**config.mk**
```make
export PLATFORM = sky130hd
export DESIGN_NAME = wpad_top
export DESIGN_NICKNAME = d
export VERILOG_FILES = /design/src/wpad_pkg.sv /design/src/wpad_fifo.sv /design/src/wpad_top.sv
export VERILOG_INCLUDE_DIRS = /design/src
export SDC_FILE = /design/constraint.sdc
export NUM_CORES = 1
export LEC_CHECK = 0
export BUFFER_PORTS_ARGS = -buffer_cell sky130_fd_sc_hd__buf_2
export CAP_MARGIN = 0
export CORE_MARGIN = 2
export CORE_UTILIZATION = 40
export CTS_CLUSTER_DIAMETER = 60
export DETAILED_ROUTE_END_ITERATION = 10
export PLACE_DENSITY = 0.57
export SYNTH_ARGS = -nofsm -noshare
export SYNTH_HDL_FRONTEND = slang
export SYNTH_HIERARCHICAL = 1
export SYNTH_SLANG_ARGS = --single-unit
```
**constraint.sdc**
```tcl
create_clock -name I_CLOCK -period 7 [get_ports I_CLOCK]
set_input_delay 1.75 -clock I_CLOCK [delete_from_list [all_inputs] [get_ports I_CLOCK]]
set_output_delay 1.75 -clock I_CLOCK [all_outputs]
set_load 0.03 [all_outputs]
```
**src/wpad_regs.svh**
```systemverilog
// Constants of the wireless power receive decoder, FSK reply and loss monitor.
// Assumes a 250 MHz system clock and a strap pin sampled by an external ADC in millivolts.
`ifndef WPAD_REGS_SVH
`define WPAD_REGS_SVH

// ****************************************
// Timing
// ****************************************
`define WPAD_CLK_PERIOD_NS    4
`define WPAD_ASK_BIT_RATE_HZ  2000
`define WPAD_FSK_BIT_NS       500000
`define WPAD_CNT_W            18

// ****************************************
// Framing and selection
// ****************************************
`define WPAD_DATA_BITS        8
`define WPAD_FRAME_BITS       11
`define WPAD_LAST_BIT_IDX     4'h9
`define WPAD_PREAMBLE_MIN     4'h4
`define WPAD_QUAL_MAX         4'hF
`define WPAD_QUAL_PENALTY     4'h4
`define WPAD_RPP_HEADER       8'h10
`define WPAD_FIFO_DEPTH       4

// ****************************************
// Loss thresholds
// ****************************************
`define WPAD_STRAP_W          12
`define WPAD_BAND1_MV         12'h2BC
`define WPAD_BAND2_MV         12'h578
`define WPAD_BAND3_MV         12'h834
`define WPAD_DEFAULT_FOD      8'h20

`endif

```
**src/wpad_pkg.sv**
```systemverilog
// Types of the receive decoder, also imported by its bench; the packet buffer keeps its own.
// Assumes wpad_regs.svh is on the include path.
package wpad_pkg;
`include "wpad_regs.svh"

  // ****************************************
  // Packet assembler states
  // ****************************************
  typedef enum logic [1:0] {
    PK_IDLE = 2'b00,
    PK_BYTE = 2'b01,
    PK_GAP  = 2'b10
  } wpad_pkt_state_type;

  // ****************************************
  // Whole state of the top module apart from the reset release stages
  // ****************************************
  typedef struct packed {
    logic [1:0]                       dem1;
    logic [1:0]                       dem2;
    logic [`WPAD_STRAP_W-1:0]         strap1;
    logic [`WPAD_STRAP_W-1:0]         strap2;
    logic [1:0]                       strap_wait;
    logic [1:0]                       ch_lvl;
    logic [1:0][`WPAD_CNT_W-1:0]      ch_cnt;
    logic [1:0]                       ch_half;
    logic [1:0][3:0]                  ch_qual;
    logic                             sel;
    wpad_pkt_state_type               pk_state;
    logic [3:0]                       pre_cnt;
    logic [3:0]                       bit_cnt;
    logic [3:0]                       byte_cnt;
    logic [`WPAD_CNT_W-1:0]           idle_cnt;
    logic [9:0]                       shreg;
    logic [7:0]                       hold;
    logic [7:0]                       xsum;
    logic [7:0]                       hdr;
    logic [7:0]                       msg0;
    logic                             pkt_bad;
    logic                             push_v;
    logic [9:0]                       push_d;
    logic [2:0]                       scale;
    logic                             scale_done;
    logic [7:0]                       rx_pwr;
    logic                             rx_ok;
    logic                             fod_fault;
    logic                             shutdown;
    logic                             fsk_busy;
    logic [10:0]                      fsk_bits;
    logic [3:0]                       fsk_bitn;
    logic [`WPAD_CNT_W-1:0]           fsk_cnt;
    logic                             fsk_second;
    logic                             fsk_out;
  } wpad_state_type;
endpackage

```
**src/wpad_fifo.sv**
```systemverilog
// Small first-word-fall-through buffer whose head entry is a register.
// Assumes a synchronous environment on one clock with an already synchronised reset.
`timescale 1ns/1ps
module wpad_fifo #(
  parameter int WIDTH = 10,
  parameter int DEPTH = 4
)(
  // Clock and reset
  input  wire logic             i_clk,
  input  wire logic             i_rst_n,
  // Filling side
  input  wire logic             i_in_valid,
  input  wire logic [WIDTH-1:0] i_in_data,
  output logic                  o_in_ready,
  // Draining side
  output logic                  o_out_valid,
  output logic [WIDTH-1:0]      o_out_data,
  input  wire logic             i_out_ready
);
  localparam int CW = $clog2(DEPTH + 1);

  typedef struct packed {
    logic [DEPTH-1:0][WIDTH-1:0] ent;
    logic [CW-1:0]               cnt;
    logic                        full;
    logic                        vld;
  } wpad_fifo_state_type;

  wpad_fifo_state_type s;
  wpad_fifo_state_type n;

  // ****************************************
  // Shift-down storage
  // ****************************************
  // Shifting costs a little area but keeps the head in a fixed register.
  always_comb begin
    logic          push;
    logic          pop;
    logic [CW-1:0] idx;
    push = i_in_valid && !s.full;
    pop  = i_out_ready && s.vld;
    idx  = '0;
    n    = s;
    if (pop) begin
      for (int i = 0; i < DEPTH - 1; i++) begin
        n.ent[i] = s.ent[i+1];
      end
    end
    idx = pop ? s.cnt - CW'(1) : s.cnt;
    if (push) begin
      n.ent[idx] = i_in_data;
    end
    n.cnt  = s.cnt + CW'(push) - CW'(pop);
    n.full = (n.cnt == CW'(DEPTH));
    n.vld  = (n.cnt != '0);
  end

  always_ff @(posedge i_clk or negedge i_rst_n) begin
    if (!i_rst_n) begin
      s <= '0;
    end else begin
      s <= n;
    end
  end

  assign o_in_ready  = !s.full;
  assign o_out_valid = s.vld;
  assign o_out_data  = s.ent[0];

  fifo_hold_a: assert property (@(posedge i_clk) disable iff (!i_rst_n)
    (s.full && !i_out_ready) |=> (s.full && $stable(s.ent[0])))
    else $error("Full buffer changed without a pop.");
endmodule

```
**src/wpad_top.sv**
```systemverilog
// Receive decoder for load-modulated packets, FSK reply modulator and power loss monitor.
// Assumes the envelope comparators and the strap ADC are asynchronous to I_CLOCK.
`timescale 1ns/1ps
`include "wpad_regs.svh"
module wpad_top import wpad_pkg::*; #(
  parameter int         BIT_CYCLES     =
    1000000000 / (`WPAD_ASK_BIT_RATE_HZ * `WPAD_CLK_PERIOD_NS),
  parameter int         FSK_BIT_CYCLES = `WPAD_FSK_BIT_NS / `WPAD_CLK_PERIOD_NS,
  parameter logic [7:0] DEFAULT_FOD    = `WPAD_DEFAULT_FOD,
  parameter logic [7:0] RPP_HEADER     = `WPAD_RPP_HEADER,
  parameter int         FIFO_DEPTH     = `WPAD_FIFO_DEPTH
)(
  // Clock and reset
  input  wire logic                     I_CLOCK,
  input  wire logic                     I_RST_N,
  // Envelope comparator pins
  input  wire logic                     I_COIL_VOLTAGE_DEMOD_IN,
  input  wire logic                     I_INPUT_CURRENT_DEMOD_IN,
  // Strap ADC code in millivolts
  input  wire logic [`WPAD_STRAP_W-1:0] I_THRESHOLD_STRAP_PIN,
  // Power stage status
  input  wire logic                     I_POWER_TRANSFER_ACTIVE,
  input  wire logic [7:0]               I_TX_POWER,
  // Packet byte stream
  output logic                          O_PKT_VALID,
  output logic [7:0]                    O_PKT_DATA,
  output logic                          O_PKT_LAST,
  output logic                          O_PKT_GOOD,
  input  wire logic                     I_PKT_READY,
  // FSK reply
  input  wire logic                     I_FSK_START,
  input  wire logic [7:0]               I_FSK_BYTE,
  output logic                          O_FSK_BUSY,
  output logic                          O_FSK_SHIFT,
  // Status
  output logic                          O_ACTIVE_CHANNEL,
  output logic [2:0]                    O_THRESH_SCALE,
  output logic                          O_FOD_FAULT,
  output logic                          O_SHUTDOWN
);
  localparam int                    CW      = `WPAD_CNT_W;
  localparam logic [CW-1:0]         Q1      = CW'(BIT_CYCLES / 4);
  localparam logic [CW-1:0]         Q3      = CW'((3 * BIT_CYCLES) / 4);
  localparam logic [CW-1:0]         Q5      = CW'((5 * BIT_CYCLES) / 4);
  localparam logic [CW-1:0]         IDLE    = CW'(2 * BIT_CYCLES);
  localparam logic [CW-1:0]         FHALF   = CW'(FSK_BIT_CYCLES / 2 - 1);
  localparam logic [CW-1:0]         CNT_MAX = '1;

  wpad_state_type s;
  wpad_state_type n;
  logic [1:0]     rst_q;
  logic           rst_n;
  logic           fifo_ready;
  logic [9:0]     fifo_q;
  logic [7:0]     loss;
  logic [10:0]    thresh;
  logic [1:0]     bv_w;

  // ****************************************
  // Reset release
  // ****************************************
  always_ff @(posedge I_CLOCK or negedge I_RST_N) begin
    if (!I_RST_N) begin
      rst_q <= 2'b00;
    end else begin
      rst_q <= {rst_q[0], 1'b1};
    end
  end
  assign rst_n = rst_q[1];

  // Loss against the scaled threshold.
  assign loss   = (I_TX_POWER > s.rx_pwr) ? I_TX_POWER - s.rx_pwr : 8'h00;
  assign thresh = 11'(DEFAULT_FOD) * 11'(s.scale);

  // ****************************************
  // Next state
  // ****************************************
  always_comb begin
    logic [1:0] bv;
    logic [1:0] bd;
    logic [1:0] err;
    logic       sbv;
    logic       sbd;
    logic       tout;
    logic       byte_done;
    logic       finish;
    logic       frame_ok;
    logic       good;
    logic [7:0] dbyte;
    bv        = 2'b00;
    bd        = 2'b00;
    err       = 2'b00;
    sbv       = 1'b0;
    sbd       = 1'b0;
    tout      = 1'b0;
    byte_done = 1'b0;
    finish    = 1'b0;
    frame_ok  = 1'b0;
    good      = 1'b0;
    dbyte     = 8'h00;
    n         = s;
    n.push_v  = 1'b0;
    // Both envelopes are synchronised; the first stage feeds only the second.
    n.dem1   = {I_INPUT_CURRENT_DEMOD_IN, I_COIL_VOLTAGE_DEMOD_IN};
    n.dem2   = s.dem1;
    n.strap1 = I_THRESHOLD_STRAP_PIN;
    n.strap2 = s.strap1;

    // Bi-phase timing per envelope; a long quiet gap only resynchronises.
    for (int c = 0; c < 2; c++) begin
      n.ch_lvl[c] = s.dem2[c];
      if (s.dem2[c] == s.ch_lvl[c]) begin
        if (s.ch_cnt[c] != CNT_MAX) begin
          n.ch_cnt[c] = s.ch_cnt[c] + CW'(1);
        end
      end else begin
        n.ch_cnt[c] = '0;
        if (s.ch_cnt[c] < Q1) begin
          err[c]       = 1'b1;
          n.ch_half[c] = 1'b0;
        end else if (s.ch_cnt[c] < Q3) begin
          if (s.ch_half[c]) begin
            bv[c]        = 1'b1;
            bd[c]        = 1'b1;
            n.ch_half[c] = 1'b0;
          end else begin
            n.ch_half[c] = 1'b1;
          end
        end else if (s.ch_cnt[c] < Q5) begin
          if (s.ch_half[c]) begin
            err[c]       = 1'b1;
            n.ch_half[c] = 1'b0;
          end else begin
            bv[c] = 1'b1;
          end
        end else begin
          n.ch_half[c] = 1'b0;
        end
      end
      if (bv[c] && s.ch_qual[c] != `WPAD_QUAL_MAX) begin
        n.ch_qual[c] = s.ch_qual[c] + 4'h1;
      end else if (err[c]) begin
        n.ch_qual[c] = (s.ch_qual[c] > `WPAD_QUAL_PENALTY) ?
                       s.ch_qual[c] - `WPAD_QUAL_PENALTY : 4'h0;
      end
    end

    // The source is only switched between packets so a packet never mixes envelopes.
    if (s.pk_state == PK_IDLE && s.pre_cnt == 4'h0) begin
      n.sel = (s.ch_qual[1] > s.ch_qual[0]);
    end
    sbv = bv[s.sel];
    sbd = bd[s.sel];
    if (sbv) begin
      n.idle_cnt = '0;
    end else if (s.idle_cnt != CNT_MAX) begin
      n.idle_cnt = s.idle_cnt + CW'(1);
    end
    tout     = !sbv && (s.idle_cnt >= IDLE);
    dbyte    = s.shreg[8:1];
    frame_ok = sbd && (^s.shreg[9:1]);

    // Preamble, then framed bytes, closed by silence or a stray one.
    unique case (s.pk_state)
      PK_IDLE: begin
        if (tout) begin
          n.pre_cnt = 4'h0;
        end else if (sbv && sbd) begin
          if (s.pre_cnt != 4'hF) begin
            n.pre_cnt = s.pre_cnt + 4'h1;
          end
        end else if (sbv) begin
          if (s.pre_cnt >= `WPAD_PREAMBLE_MIN) begin
            n.pk_state = PK_BYTE;
            n.bit_cnt  = 4'h0;
          end
          n.pre_cnt = 4'h0;
        end
      end
      PK_BYTE: begin
        if (tout) begin
          finish = 1'b1;
        end else if (sbv) begin
          n.shreg   = {sbd, s.shreg[9:1]};
          n.bit_cnt = s.bit_cnt + 4'h1;
          if (s.bit_cnt == `WPAD_LAST_BIT_IDX) begin
            byte_done  = 1'b1;
            n.pk_state = PK_GAP;
          end
        end
      end
      PK_GAP: begin
        if (tout || (sbv && sbd)) begin
          finish = 1'b1;
        end else if (sbv) begin
          n.pk_state = PK_BYTE;
          n.bit_cnt  = 4'h0;
        end
      end
      default: begin
        n.pk_state = PK_IDLE;
      end
    endcase

    // Each byte is held back one slot so the last one can carry the verdict.
    if (byte_done) begin
      if (!frame_ok) begin
        n.pkt_bad = 1'b1;
      end
      n.xsum = s.xsum ^ dbyte;
      if (s.byte_cnt == 4'h0) begin
        n.hdr = dbyte;
      end
      if (s.byte_cnt == 4'h1) begin
        n.msg0 = dbyte;
      end
      if (s.byte_cnt != 4'hF) begin
        n.byte_cnt = s.byte_cnt + 4'h1;
      end
      if (s.byte_cnt != 4'h0) begin
        if (fifo_ready) begin
          n.push_v = 1'b1;
          n.push_d = {2'b00, s.hold};
        end else begin
          n.pkt_bad = 1'b1;
        end
      end
      n.hold = dbyte;
    end
    if (finish) begin
      good = (s.pk_state == PK_GAP) && !s.pkt_bad && (s.xsum == 8'h00) &&
             (s.byte_cnt >= 4'h2);
      if (s.byte_cnt != 4'h0 && fifo_ready) begin
        n.push_v = 1'b1;
        n.push_d = {good, 1'b1, s.hold};
      end
      if (good && s.hdr == RPP_HEADER && s.byte_cnt >= 4'h3) begin
        n.rx_pwr = s.msg0;
        n.rx_ok  = 1'b1;
      end
      n.pk_state = PK_IDLE;
      n.pre_cnt  = 4'h0;
      n.byte_cnt = 4'h0;
      n.xsum     = 8'h00;
      n.pkt_bad  = 1'b0;
    end

    // Strap band is caught once, after the synchroniser has filled.
    if (!s.scale_done) begin
      if (s.strap_wait == 2'h3) begin
        n.scale_done = 1'b1;
        if (s.strap2 < `WPAD_BAND1_MV) begin
          n.scale = 3'h1;
        end else if (s.strap2 < `WPAD_BAND2_MV) begin
          n.scale = 3'h2;
        end else if (s.strap2 < `WPAD_BAND3_MV) begin
          n.scale = 3'h3;
        end else begin
          n.scale = 3'h4;
        end
      end else begin
        n.strap_wait = s.strap_wait + 2'h1;
      end
    end

    // Fault and shutdown latch until reset.
    if (!I_POWER_TRANSFER_ACTIVE) begin
      n.rx_ok = 1'b0;
    end else if (s.rx_ok && s.scale_done && {3'h0, loss} > thresh) begin
      n.fod_fault = 1'b1;
      n.shutdown  = 1'b1;
    end

    // Reply frame: bi-phase on the power frequency shift.
    if (!s.fsk_busy) begin
      if (I_FSK_START && !s.shutdown) begin
        n.fsk_busy   = 1'b1;
        n.fsk_bits   = {1'b1, ~^I_FSK_BYTE, I_FSK_BYTE, 1'b0};
        n.fsk_bitn   = 4'h0;
        n.fsk_cnt    = '0;
        n.fsk_second = 1'b0;
        n.fsk_out    = ~s.fsk_out;
      end
    end else if (s.fsk_cnt == FHALF) begin
      n.fsk_cnt = '0;
      if (!s.fsk_second) begin
        n.fsk_second = 1'b1;
        if (s.fsk_bits[0]) begin
          n.fsk_out = ~s.fsk_out;
        end
      end else begin
        n.fsk_second = 1'b0;
        n.fsk_bits   = {1'b0, s.fsk_bits[10:1]};
        if (s.fsk_bitn == 4'(`WPAD_FRAME_BITS - 1)) begin
          n.fsk_busy = 1'b0;
        end else begin
          n.fsk_bitn = s.fsk_bitn + 4'h1;
          n.fsk_out  = ~s.fsk_out;
        end
      end
    end else begin
      n.fsk_cnt = s.fsk_cnt + CW'(1);
    end
    bv_w = bv;
  end

  always_ff @(posedge I_CLOCK or negedge rst_n) begin
    if (!rst_n) begin
      s <= '0;
    end else begin
      s <= n;
    end
  end

  // ****************************************
  // Packet buffer and outputs
  // ****************************************
  wpad_fifo #(
    .WIDTH (10),
    .DEPTH (FIFO_DEPTH)
  ) wpad_fifo_inst (
    .i_clk       (I_CLOCK),
    .i_rst_n     (rst_n),
    .i_in_valid  (s.push_v),
    .i_in_data   (s.push_d),
    .o_in_ready  (fifo_ready),
    .o_out_valid (O_PKT_VALID),
    .o_out_data  (fifo_q),
    .i_out_ready (I_PKT_READY)
  );

  assign O_PKT_DATA       = fifo_q[7:0];
  assign O_PKT_LAST       = fifo_q[8];
  assign O_PKT_GOOD       = fifo_q[9];
  assign O_FSK_BUSY       = s.fsk_busy;
  assign O_FSK_SHIFT      = s.fsk_out;
  assign O_ACTIVE_CHANNEL = s.sel;
  assign O_THRESH_SCALE   = s.scale;
  assign O_FOD_FAULT      = s.fod_fault;
  assign O_SHUTDOWN       = s.shutdown;

  // ****************************************
  // Checks
  // ****************************************
  fault_shutdown_a: assert property (@(posedge I_CLOCK) disable iff (!rst_n)
    $rose(s.fod_fault) |-> (s.shutdown ##1 s.shutdown [*3]))
    else $error("Fault without lasting shutdown.");
  fault_active_a: assert property (@(posedge I_CLOCK) disable iff (!rst_n)
    $rose(s.fod_fault) |-> $past(I_POWER_TRANSFER_ACTIVE))
    else $error("Fault raised outside power transfer.");
  loss_trip_a: assert property (@(posedge I_CLOCK) disable iff (!rst_n)
    (I_POWER_TRANSFER_ACTIVE && s.rx_ok && s.scale_done && {3'h0, loss} > thresh)
    |=> s.fod_fault)
    else $error("Loss above threshold did not trip.");
  strap_band_a: assert property (@(posedge I_CLOCK) disable iff (!rst_n)
    $rose(s.scale_done) |-> ((s.scale == 3'h1) == ($past(s.strap2) < `WPAD_BAND1_MV)))
    else $error("Strap band scale wrong.");
  chk_good_a: assert property (@(posedge I_CLOCK) disable iff (!rst_n)
    (s.push_v && s.push_d[9]) |-> ($past(s.xsum) == 8'h00 && !$past(s.pkt_bad)))
    else $error("Good packet with bad checksum.");
  frame_len_a: assert property (@(posedge I_CLOCK) disable iff (!rst_n)
    (s.pk_state == PK_BYTE) |-> (s.bit_cnt <= `WPAD_LAST_BIT_IDX))
    else $error("Byte frame overran eleven bits.");
  bit_pair_a: assert property (@(posedge I_CLOCK) disable iff (!rst_n)
    bv_w[0] |=> !s.ch_half[0])
    else $error("Half transition left pending after a bit.");
  sel_hold_a: assert property (@(posedge I_CLOCK) disable iff (!rst_n)
    (s.pk_state != PK_IDLE) |=> (s.sel == $past(s.sel)))
    else $error("Envelope switched inside a packet.");
  fsk_start_a: assert property (@(posedge I_CLOCK) disable iff (!rst_n)
    (I_FSK_START && !s.fsk_busy && !s.shutdown) |=> (s.fsk_busy && $changed(s.fsk_out)))
    else $error("Reply did not start.");
endmodule
```
==> results.txt, run 1 <==
Cells after Synth -> 1228
Hold depth -> 0
Area share of the largest cell type after synthesis -> 49.6%
Hold Worst Slack -> 345 ps
CP max FO -> 4
Worst r2r path cells -> 9
Avg Vias per Cell -> 5.25
Post-DP HPWL -> 16.6 mm
Startpoint type of the worst setup path -> primary input
Total Wirelength -> 24.9 mm
Arrival time worst endpoint -> 4670 ps
Post-CTS setup repair buffer count -> 0
# setup viols final -> 0
Synth top cells by count -> dfrtp_1 (257), nor2_1 (104), nand2_1 (103)
Highest Clock Rate -> 0.235 GHz
I/O Buffers -> 51
VDD IR max -> 0.209 mV
Resize count post-CTS -> 0
Largest net degree at the start of global routing -> 77
# rows -> 65
Worst skew pair latency -> 500 ps
Max_cap viols -> 0
Die height -> 184 um
GR met1 Demand/Resource -> 20.8%
Final Hold Vio Count -> 0
Most used DFF post-synth -> dfrtp_1
RSZ-0062 raised after global routing -> no
Seq/Total Area, Yosys -> 49.6%
Hold path start -> n[197]$_DFF_PN0_
DRC -> 0
#FFs+latches synth -> 257
Final Critical Period -> 4250 ps
GP Congestion -> 0.816
R2r startpoint -> s[162]$_DFFE_PN0P_
Longest Clk Path Bufs -> 3
Synthesis Warnings -> 6
Sink Count -> 257
Final Cycle Share -> 60.7%
CTS tree -> done
Initial antenna violation count -> 0
Initial Util -> 40.9%
Post-DRT Antenna Nets -> 0
Yosys cell types -> 84
Total I/O pin count -> 54
TritonRoute pass-1 iters -> 5
Tightest Hold Check Type -> register to register
Area Overhead vs Synth -> 12.8%
Max-slew headroom -> 33.4%
Post-synthesis net count -> 1306
Area contributors post-synth -> dfrtp_1 (50%), mux2_2 (7.7%), ha_1 (4.0%)
Full die area -> 33900 sq um
EDFF count, synth -> 0
Total global-route track usage -> 15.4%
Outcome -> complete, no violations
TritonCTS Buffers -> 34
WP data required -> 7420 ps
Synthesized area -> 13000 sq um
Largest area contributor in the netlist -> dfrtp_1
Vias in the first global route -> 8883
Met3 GRT Util -> 2.56%
Syn Area/Cell -> 10.6 sq um
Clock skew -> 16.7 ps
Setup CP Type -> primary input to register
Final slew viol count -> 0
Die Width -> 184 um
R2R setup slack -> 2990 ps
Most used routing layer in global routing -> met2
Worst R2R End -> s[51]$_DFF_PN0_
Drt wl/cell -> 14.8 um
Post-synthesis async set-or-reset flop share -> 100%
Clock root buffer -> clkbuf_16
Worst Max-Slew Pin Slew -> 999 ps
Clock-pin slew on the worst setup and hold paths -> 60 ps
Via count of the routed design -> 8867
Congestion Overflow GR -> 0
Leakage power -> 6.72 nW
Core area -> 31700 sq um
First-pass GRT wire length -> 43.5 mm
Layout cell share with drive strength beyond 1 -> 17.9%
Worst Hold End -> s[197]$_DFF_PN0_
# H-tree levels -> 2
Starting DRT DRC Count -> 420
Diodes inserted -> 0
Pwr Density -> 249 nW/um^2
Critical path endpoint category -> register
Setup TNS -> 0 ps
Hold buffers post-CTS -> 0
Global Route met2 Usage -> 25.6%
Nets -> 1342
Most numerous cell in the Yosys netlist -> dfrtp_1
==> cell usage in the layout (no fill, tap or decap), drive strengths merged, types with 6 or more instances in the layout <==
cell type  instances
mux2             108
nand4             20
a22oi              9
o211ai             9
or3                8
nor2             104
o31ai              6
ha                41
a21oi             40
inv               63
nand2            103
o21ai             78
nor3              24
nand2b             6
a21o               8
and2               6
nor4               9
xor2              42
a211oi             6
xnor2             38
clkbuf            47
a31oi             15
buf               59
nor2b             10
dfrtp            257
nand3             60
mux2i              7
and3              19
==> stage by stage <==
stage | setup WS, ps | total power, W | util, % | cell area (sq um) | instances
floorplan | 2610 | 0.00187 | - | 13000 | 1228
global placement | 2270 | 0.00194 | 42.6 | 13500 | 1630
detailed placement | 2230 | 0.00195 | 42.6 | 13500 | 1630
CTS | 2750 | 0.00370 | 46.1 | 14600 | 1690
global route | 2450 | 0.00382 | 46.1 | 14600 | 1690
finish | 2750 | 0.00364 | 46.1 | 14600 | 1690
==> worst max-delay path, cell delays in order <==
cell	delay, ps
buf_2	100
inv_1	50
ha_1	160
inv_1	50
fa_1	390
a21o_1	170
a21oi_1	210
o21ai_0	110
a21oi_1	210
o21ai_0	100
a21o_1	180
o21ai_0	150
nor2_1	100
ha_1	300
nor2b_1	130
o21ai_0	80
a21oi_1	190
o21ai_0	110
o21ai_0	140
==> where the power goes <==
group	switching (W)	leakage [nW]	internal [W]
clock network	0.000634	0.544	0.00109
logic	0.000161	2.77	0.000119
registers	0.0000828	3.41	0.00156
total	0.000877	6.72	0.00277
==> cell type report <==
type                       instances  area, sq um
clock buffer                      47          941
clock inverter                    13          180
fill                            2967        17100
inverter                          61          229
multi-input combinational        851         6020
sequential                       257         6430
tap                              402          503
timing repair buffer              59          315
==> routing by layer <==
layer  share of wire, %  wire [um]
met1                 47      11800
met2                 48      11900
met3                3.1        777
met4                1.7        431
met5                  0          0
==> how the worst max path moves through the flow <==
stage / slack (ps) / cells after the start / end / start
4_1_cts: 2750 / 19 / O_SHUTDOWN$_DFFE_PN0P_ / I_TX_POWER[0]
3_3_place_gp: 2270 / 19 / O_SHUTDOWN$_DFFE_PN0P_ / I_TX_POWER[0]
2_1_floorplan: 2610 / 18 / O_SHUTDOWN$_DFFE_PN0P_ / I_TX_POWER[0]
6_report: 2750 / 19 / O_SHUTDOWN$_DFFE_PN0P_ / I_TX_POWER[0]
5_1_grt: 2450 / 19 / O_SHUTDOWN$_DFFE_PN0P_ / I_TX_POWER[0]
3_5_place_dp: 2230 / 19 / O_SHUTDOWN$_DFFE_PN0P_ / I_TX_POWER[0]
==> registers in the layout, indices dropped and copies added (netlist names) <==
register,cells
O_SHUTDOWN,1
rst_q,2
O_ACTIVE_CHANNEL,1
n,14
wpad_fifo_inst/s,34
s,189
O_FSK_BUSY,1
O_THRESH_SCALE,3
wpad_fifo_inst/o_out_data,10
wpad_fifo_inst/o_out_valid,1
O_FSK_SHIFT,1
==> logic make-up after synthesis <==
group                      count (synthesis)  share of synthesized area, %
xor gates and xnor gates                  80                          5.55
AOI/OAI and AO/OA                        214                          10.9
adders and majority gates                 43                          4.26
other                                      1                        0.0289
buffers and inverters                    120                          4.02
muxes                                    115                          10.2
and+or+nand+nor                          398                          15.5
DFF                                      257                          49.6
No activity file was read; power rests on OpenSTA's default activity.
==> inputs of run 2 (changes only) <==
==> constraint.sdc (replaced) <==
create_clock -name I_CLOCK -period 3.79 [get_ports I_CLOCK]
set_input_delay 0.9475 -clock I_CLOCK [delete_from_list [all_inputs] [get_ports I_CLOCK]]
set_output_delay 0.9475 -clock I_CLOCK [all_outputs]
set_load 0.03 [all_outputs]
==> run 2 against run 1 <==
Effect of this change:
- power up 85%
- non-clock buffer count up 13
- setup slack worse by 2300 ps
- count of clock-buffer cells in the layout down 5
- highest routed layer unchanged
==> results.txt, run 2 (synthesis results as in run 1) <==
Max_cap viols -> 0 (unchanged)
Outcome -> complete, no violations (unchanged)
CP max FO -> 11 (was 4)
Worst Max-Slew Pin Slew -> 909 ps (was 999 ps)
Post-CTS setup repair buffer count -> 0 (unchanged)
Sink Count -> 257 (unchanged)
Congestion Overflow GR -> 0 (unchanged)
Register area -> 6430 sq um (unchanged)
Total power -> 0.00674 W (was 0.00364 W)
Die Width -> 184 um (unchanged)
Setup WS pre-CTS -> -90.0 ps (was 2230 ps)
Filler cells -> 2933 (was 2967)
GP Congestion -> 0.760 (was 0.816)
Via count of the routed design -> 8922 (was 8867)
Post-DP HPWL -> 16.4 mm (was 16.6 mm)
Total global-route track usage -> 15.0% (was 15.4%)
Clock-pin slew on the worst setup and hold paths -> 60 ps (about the same)
CTS tree -> done (unchanged)
Final Hold Vio Count -> 0 (unchanged)
# H-tree levels -> 1 (was 2)
Diodes inserted -> 0 (unchanged)
DRC -> 0 (unchanged)
Drt wl/cell -> 14.3 um (was 14.8 um)
Full die area -> 33900 sq um (unchanged)
Setup ws final -> 438 ps (was 2750 ps)
Die height -> 184 um (unchanged)
Area Overhead vs Synth -> 13.8% (was 12.8%)
Avg Vias per Cell -> 5.25 (about the same)
Total Wirelength -> 24.3 mm (was 24.9 mm)
Final design utilization -> 46.5% (was 46.1%)
Leakage power -> 6.79 nW (was 6.72 nW)
Worst r2r path cells -> 8 (was 9)
Max FFs per register -> 189 (unchanged)
VDD IR max -> 0.362 mV (was 0.209 mV)
TritonCTS Buffers -> 31 (was 34)
Starting DRT DRC Count -> 450 (was 420)
# rows -> 65 (unchanged)
Hold buffers post-CTS -> 0 (unchanged)
# setup viols final -> 0 (unchanged)
Met1 wire length -> 11.6 mm (was 11.8 mm)
TritonRoute pass-1 iters -> 5 (unchanged)
Multi-input gate area -> 6020 sq um (unchanged)
Largest register by flop count -> s (unchanged)
WP data required -> 4220 ps (was 7420 ps)
DR WL met2 -> 11.4 mm (was 11.9 mm)
Final slew viol count -> 0 (unchanged)
Longest Clk Path Bufs -> 3 (unchanged)
Highest Clock Rate -> 0.298 GHz
Worst skew pair latency -> 550 ps (was 500 ps)
Total I/O pin count -> 54 (unchanged)
Initial Util -> 40.9% (unchanged)
Tightest Hold Check Type -> primary input to async pin (was register to register)
Final Cycle Share -> 88.5%
Clock skew -> 7.32 ps (was 16.7 ps)
Top sig layer -> met4 (unchanged)
Final Critical Period -> 3350 ps
Layout cell share with drive strength beyond 1 -> 19.2% (was 17.9%)
RSZ-0062 raised after global routing -> no (unchanged)
Max-slew headroom -> 39.3% (was 33.4%)
Nets -> 1352 (was 1342)
Commonest non-fill, non-tap cell in the layout -> dfrtp_1 (unchanged)
Vias in the first global route -> 8874 (was 8883)
Pwr Density -> 457 nW/um^2 (was 249 nW/um^2)
Core area -> 31700 sq um (unchanged)
Setup CP Type -> register to register (was primary input to register)
Post-DRT Antenna Nets -> 0 (unchanged)
Met3 wire length -> 646 um (was 777 um)
Arrival time worst endpoint -> 3790 ps (was 4670 ps)
First-pass GRT wire length -> 43.1 mm (was 43.5 mm)
I/O Buffers -> 51 (unchanged)
Clock root buffer -> clkbuf_16 (unchanged)
Commonest cells after routing, fill and taps aside -> dfrtp_1 (256), nor2_1 (104), nand2_1 (103), mux2_2 (89), o21ai_0 (68) (unchanged)
Initial antenna violation count -> 0 (unchanged)
Largest net degree at the start of global routing -> 83 (was 77)
Resize count post-CTS -> 0 (unchanged)
Critical path endpoint category -> register (unchanged)
Startpoint type of the worst setup path -> register (was primary input)
run 2: worst paths after layout:
path                                    start            endpoint  slack (ps)
min in group I_CLOCK         n[195]$_DFF_PN0_    s[195]$_DFF_PN0_         340
setup reg to reg           s[161]$_DFFE_PN0P_     s[53]$_DFF_PN0_         440
setup / recovery           s[161]$_DFFE_PN0P_     s[53]$_DFF_PN0_         440
max in group asynchronous  rst_q[1]$_DFF_PN0_  s[182]$_DFFE_PN0P_        2490
hold / removal                        I_RST_N  rst_q[0]$_DFF_PN0_         160
hold reg to reg              n[195]$_DFF_PN0_    s[195]$_DFF_PN0_         340
run 2: final cells by class:
cell class | count | area share, %
multi-input cells | 851 | 40.8
well taps | 402 | 3.41
inverters | 61 | 1.55
repair buffers | 72 | 2.97
clock inverters | 16 | 1.60
flip-flops and latches | 257 | 43.6
clock buffers | 42 | 6.08
run 2: report_power, final:
group          leakage [nW]  total (W)  internal, W  switching (W)
logic                  2.85   0.000529     0.000226       0.000303
clock network         0.540    0.00319      0.00200        0.00119
registers              3.41    0.00302      0.00287       0.000146
total                  6.79    0.00674      0.00510        0.00164
run 2: per-layer routing:
metal  track usage, %  up-vias
met2             25.0       94
met3             2.02       33
met1             20.7     4376
met5                0        -
li1                 -     4419
met4             3.81        0
run 2: critical path, stage by stage (launching register included):
cell	delay (ps)
dfrtp_1	480
and4_1	250
a2111oi_1	640
a211oi_1	240
a32oi_4	440
a31oi_2	180
and2_1	220
o21ai_4	440
mux2_4	340
run 2: through the flow:
step	hold WS [ps]	instance area (sq um)	setup TNS, ps	instances
2_1_floorplan	331	13000	0	1228
3_3_place_gp	334	13600	-14.1	1643
3_5_place_dp	335	13600	-90.0	1643
4_1_cts	139	14800	0	1701
5_1_grt	140	14800	0	1701
6_report	165	14800	0	1701
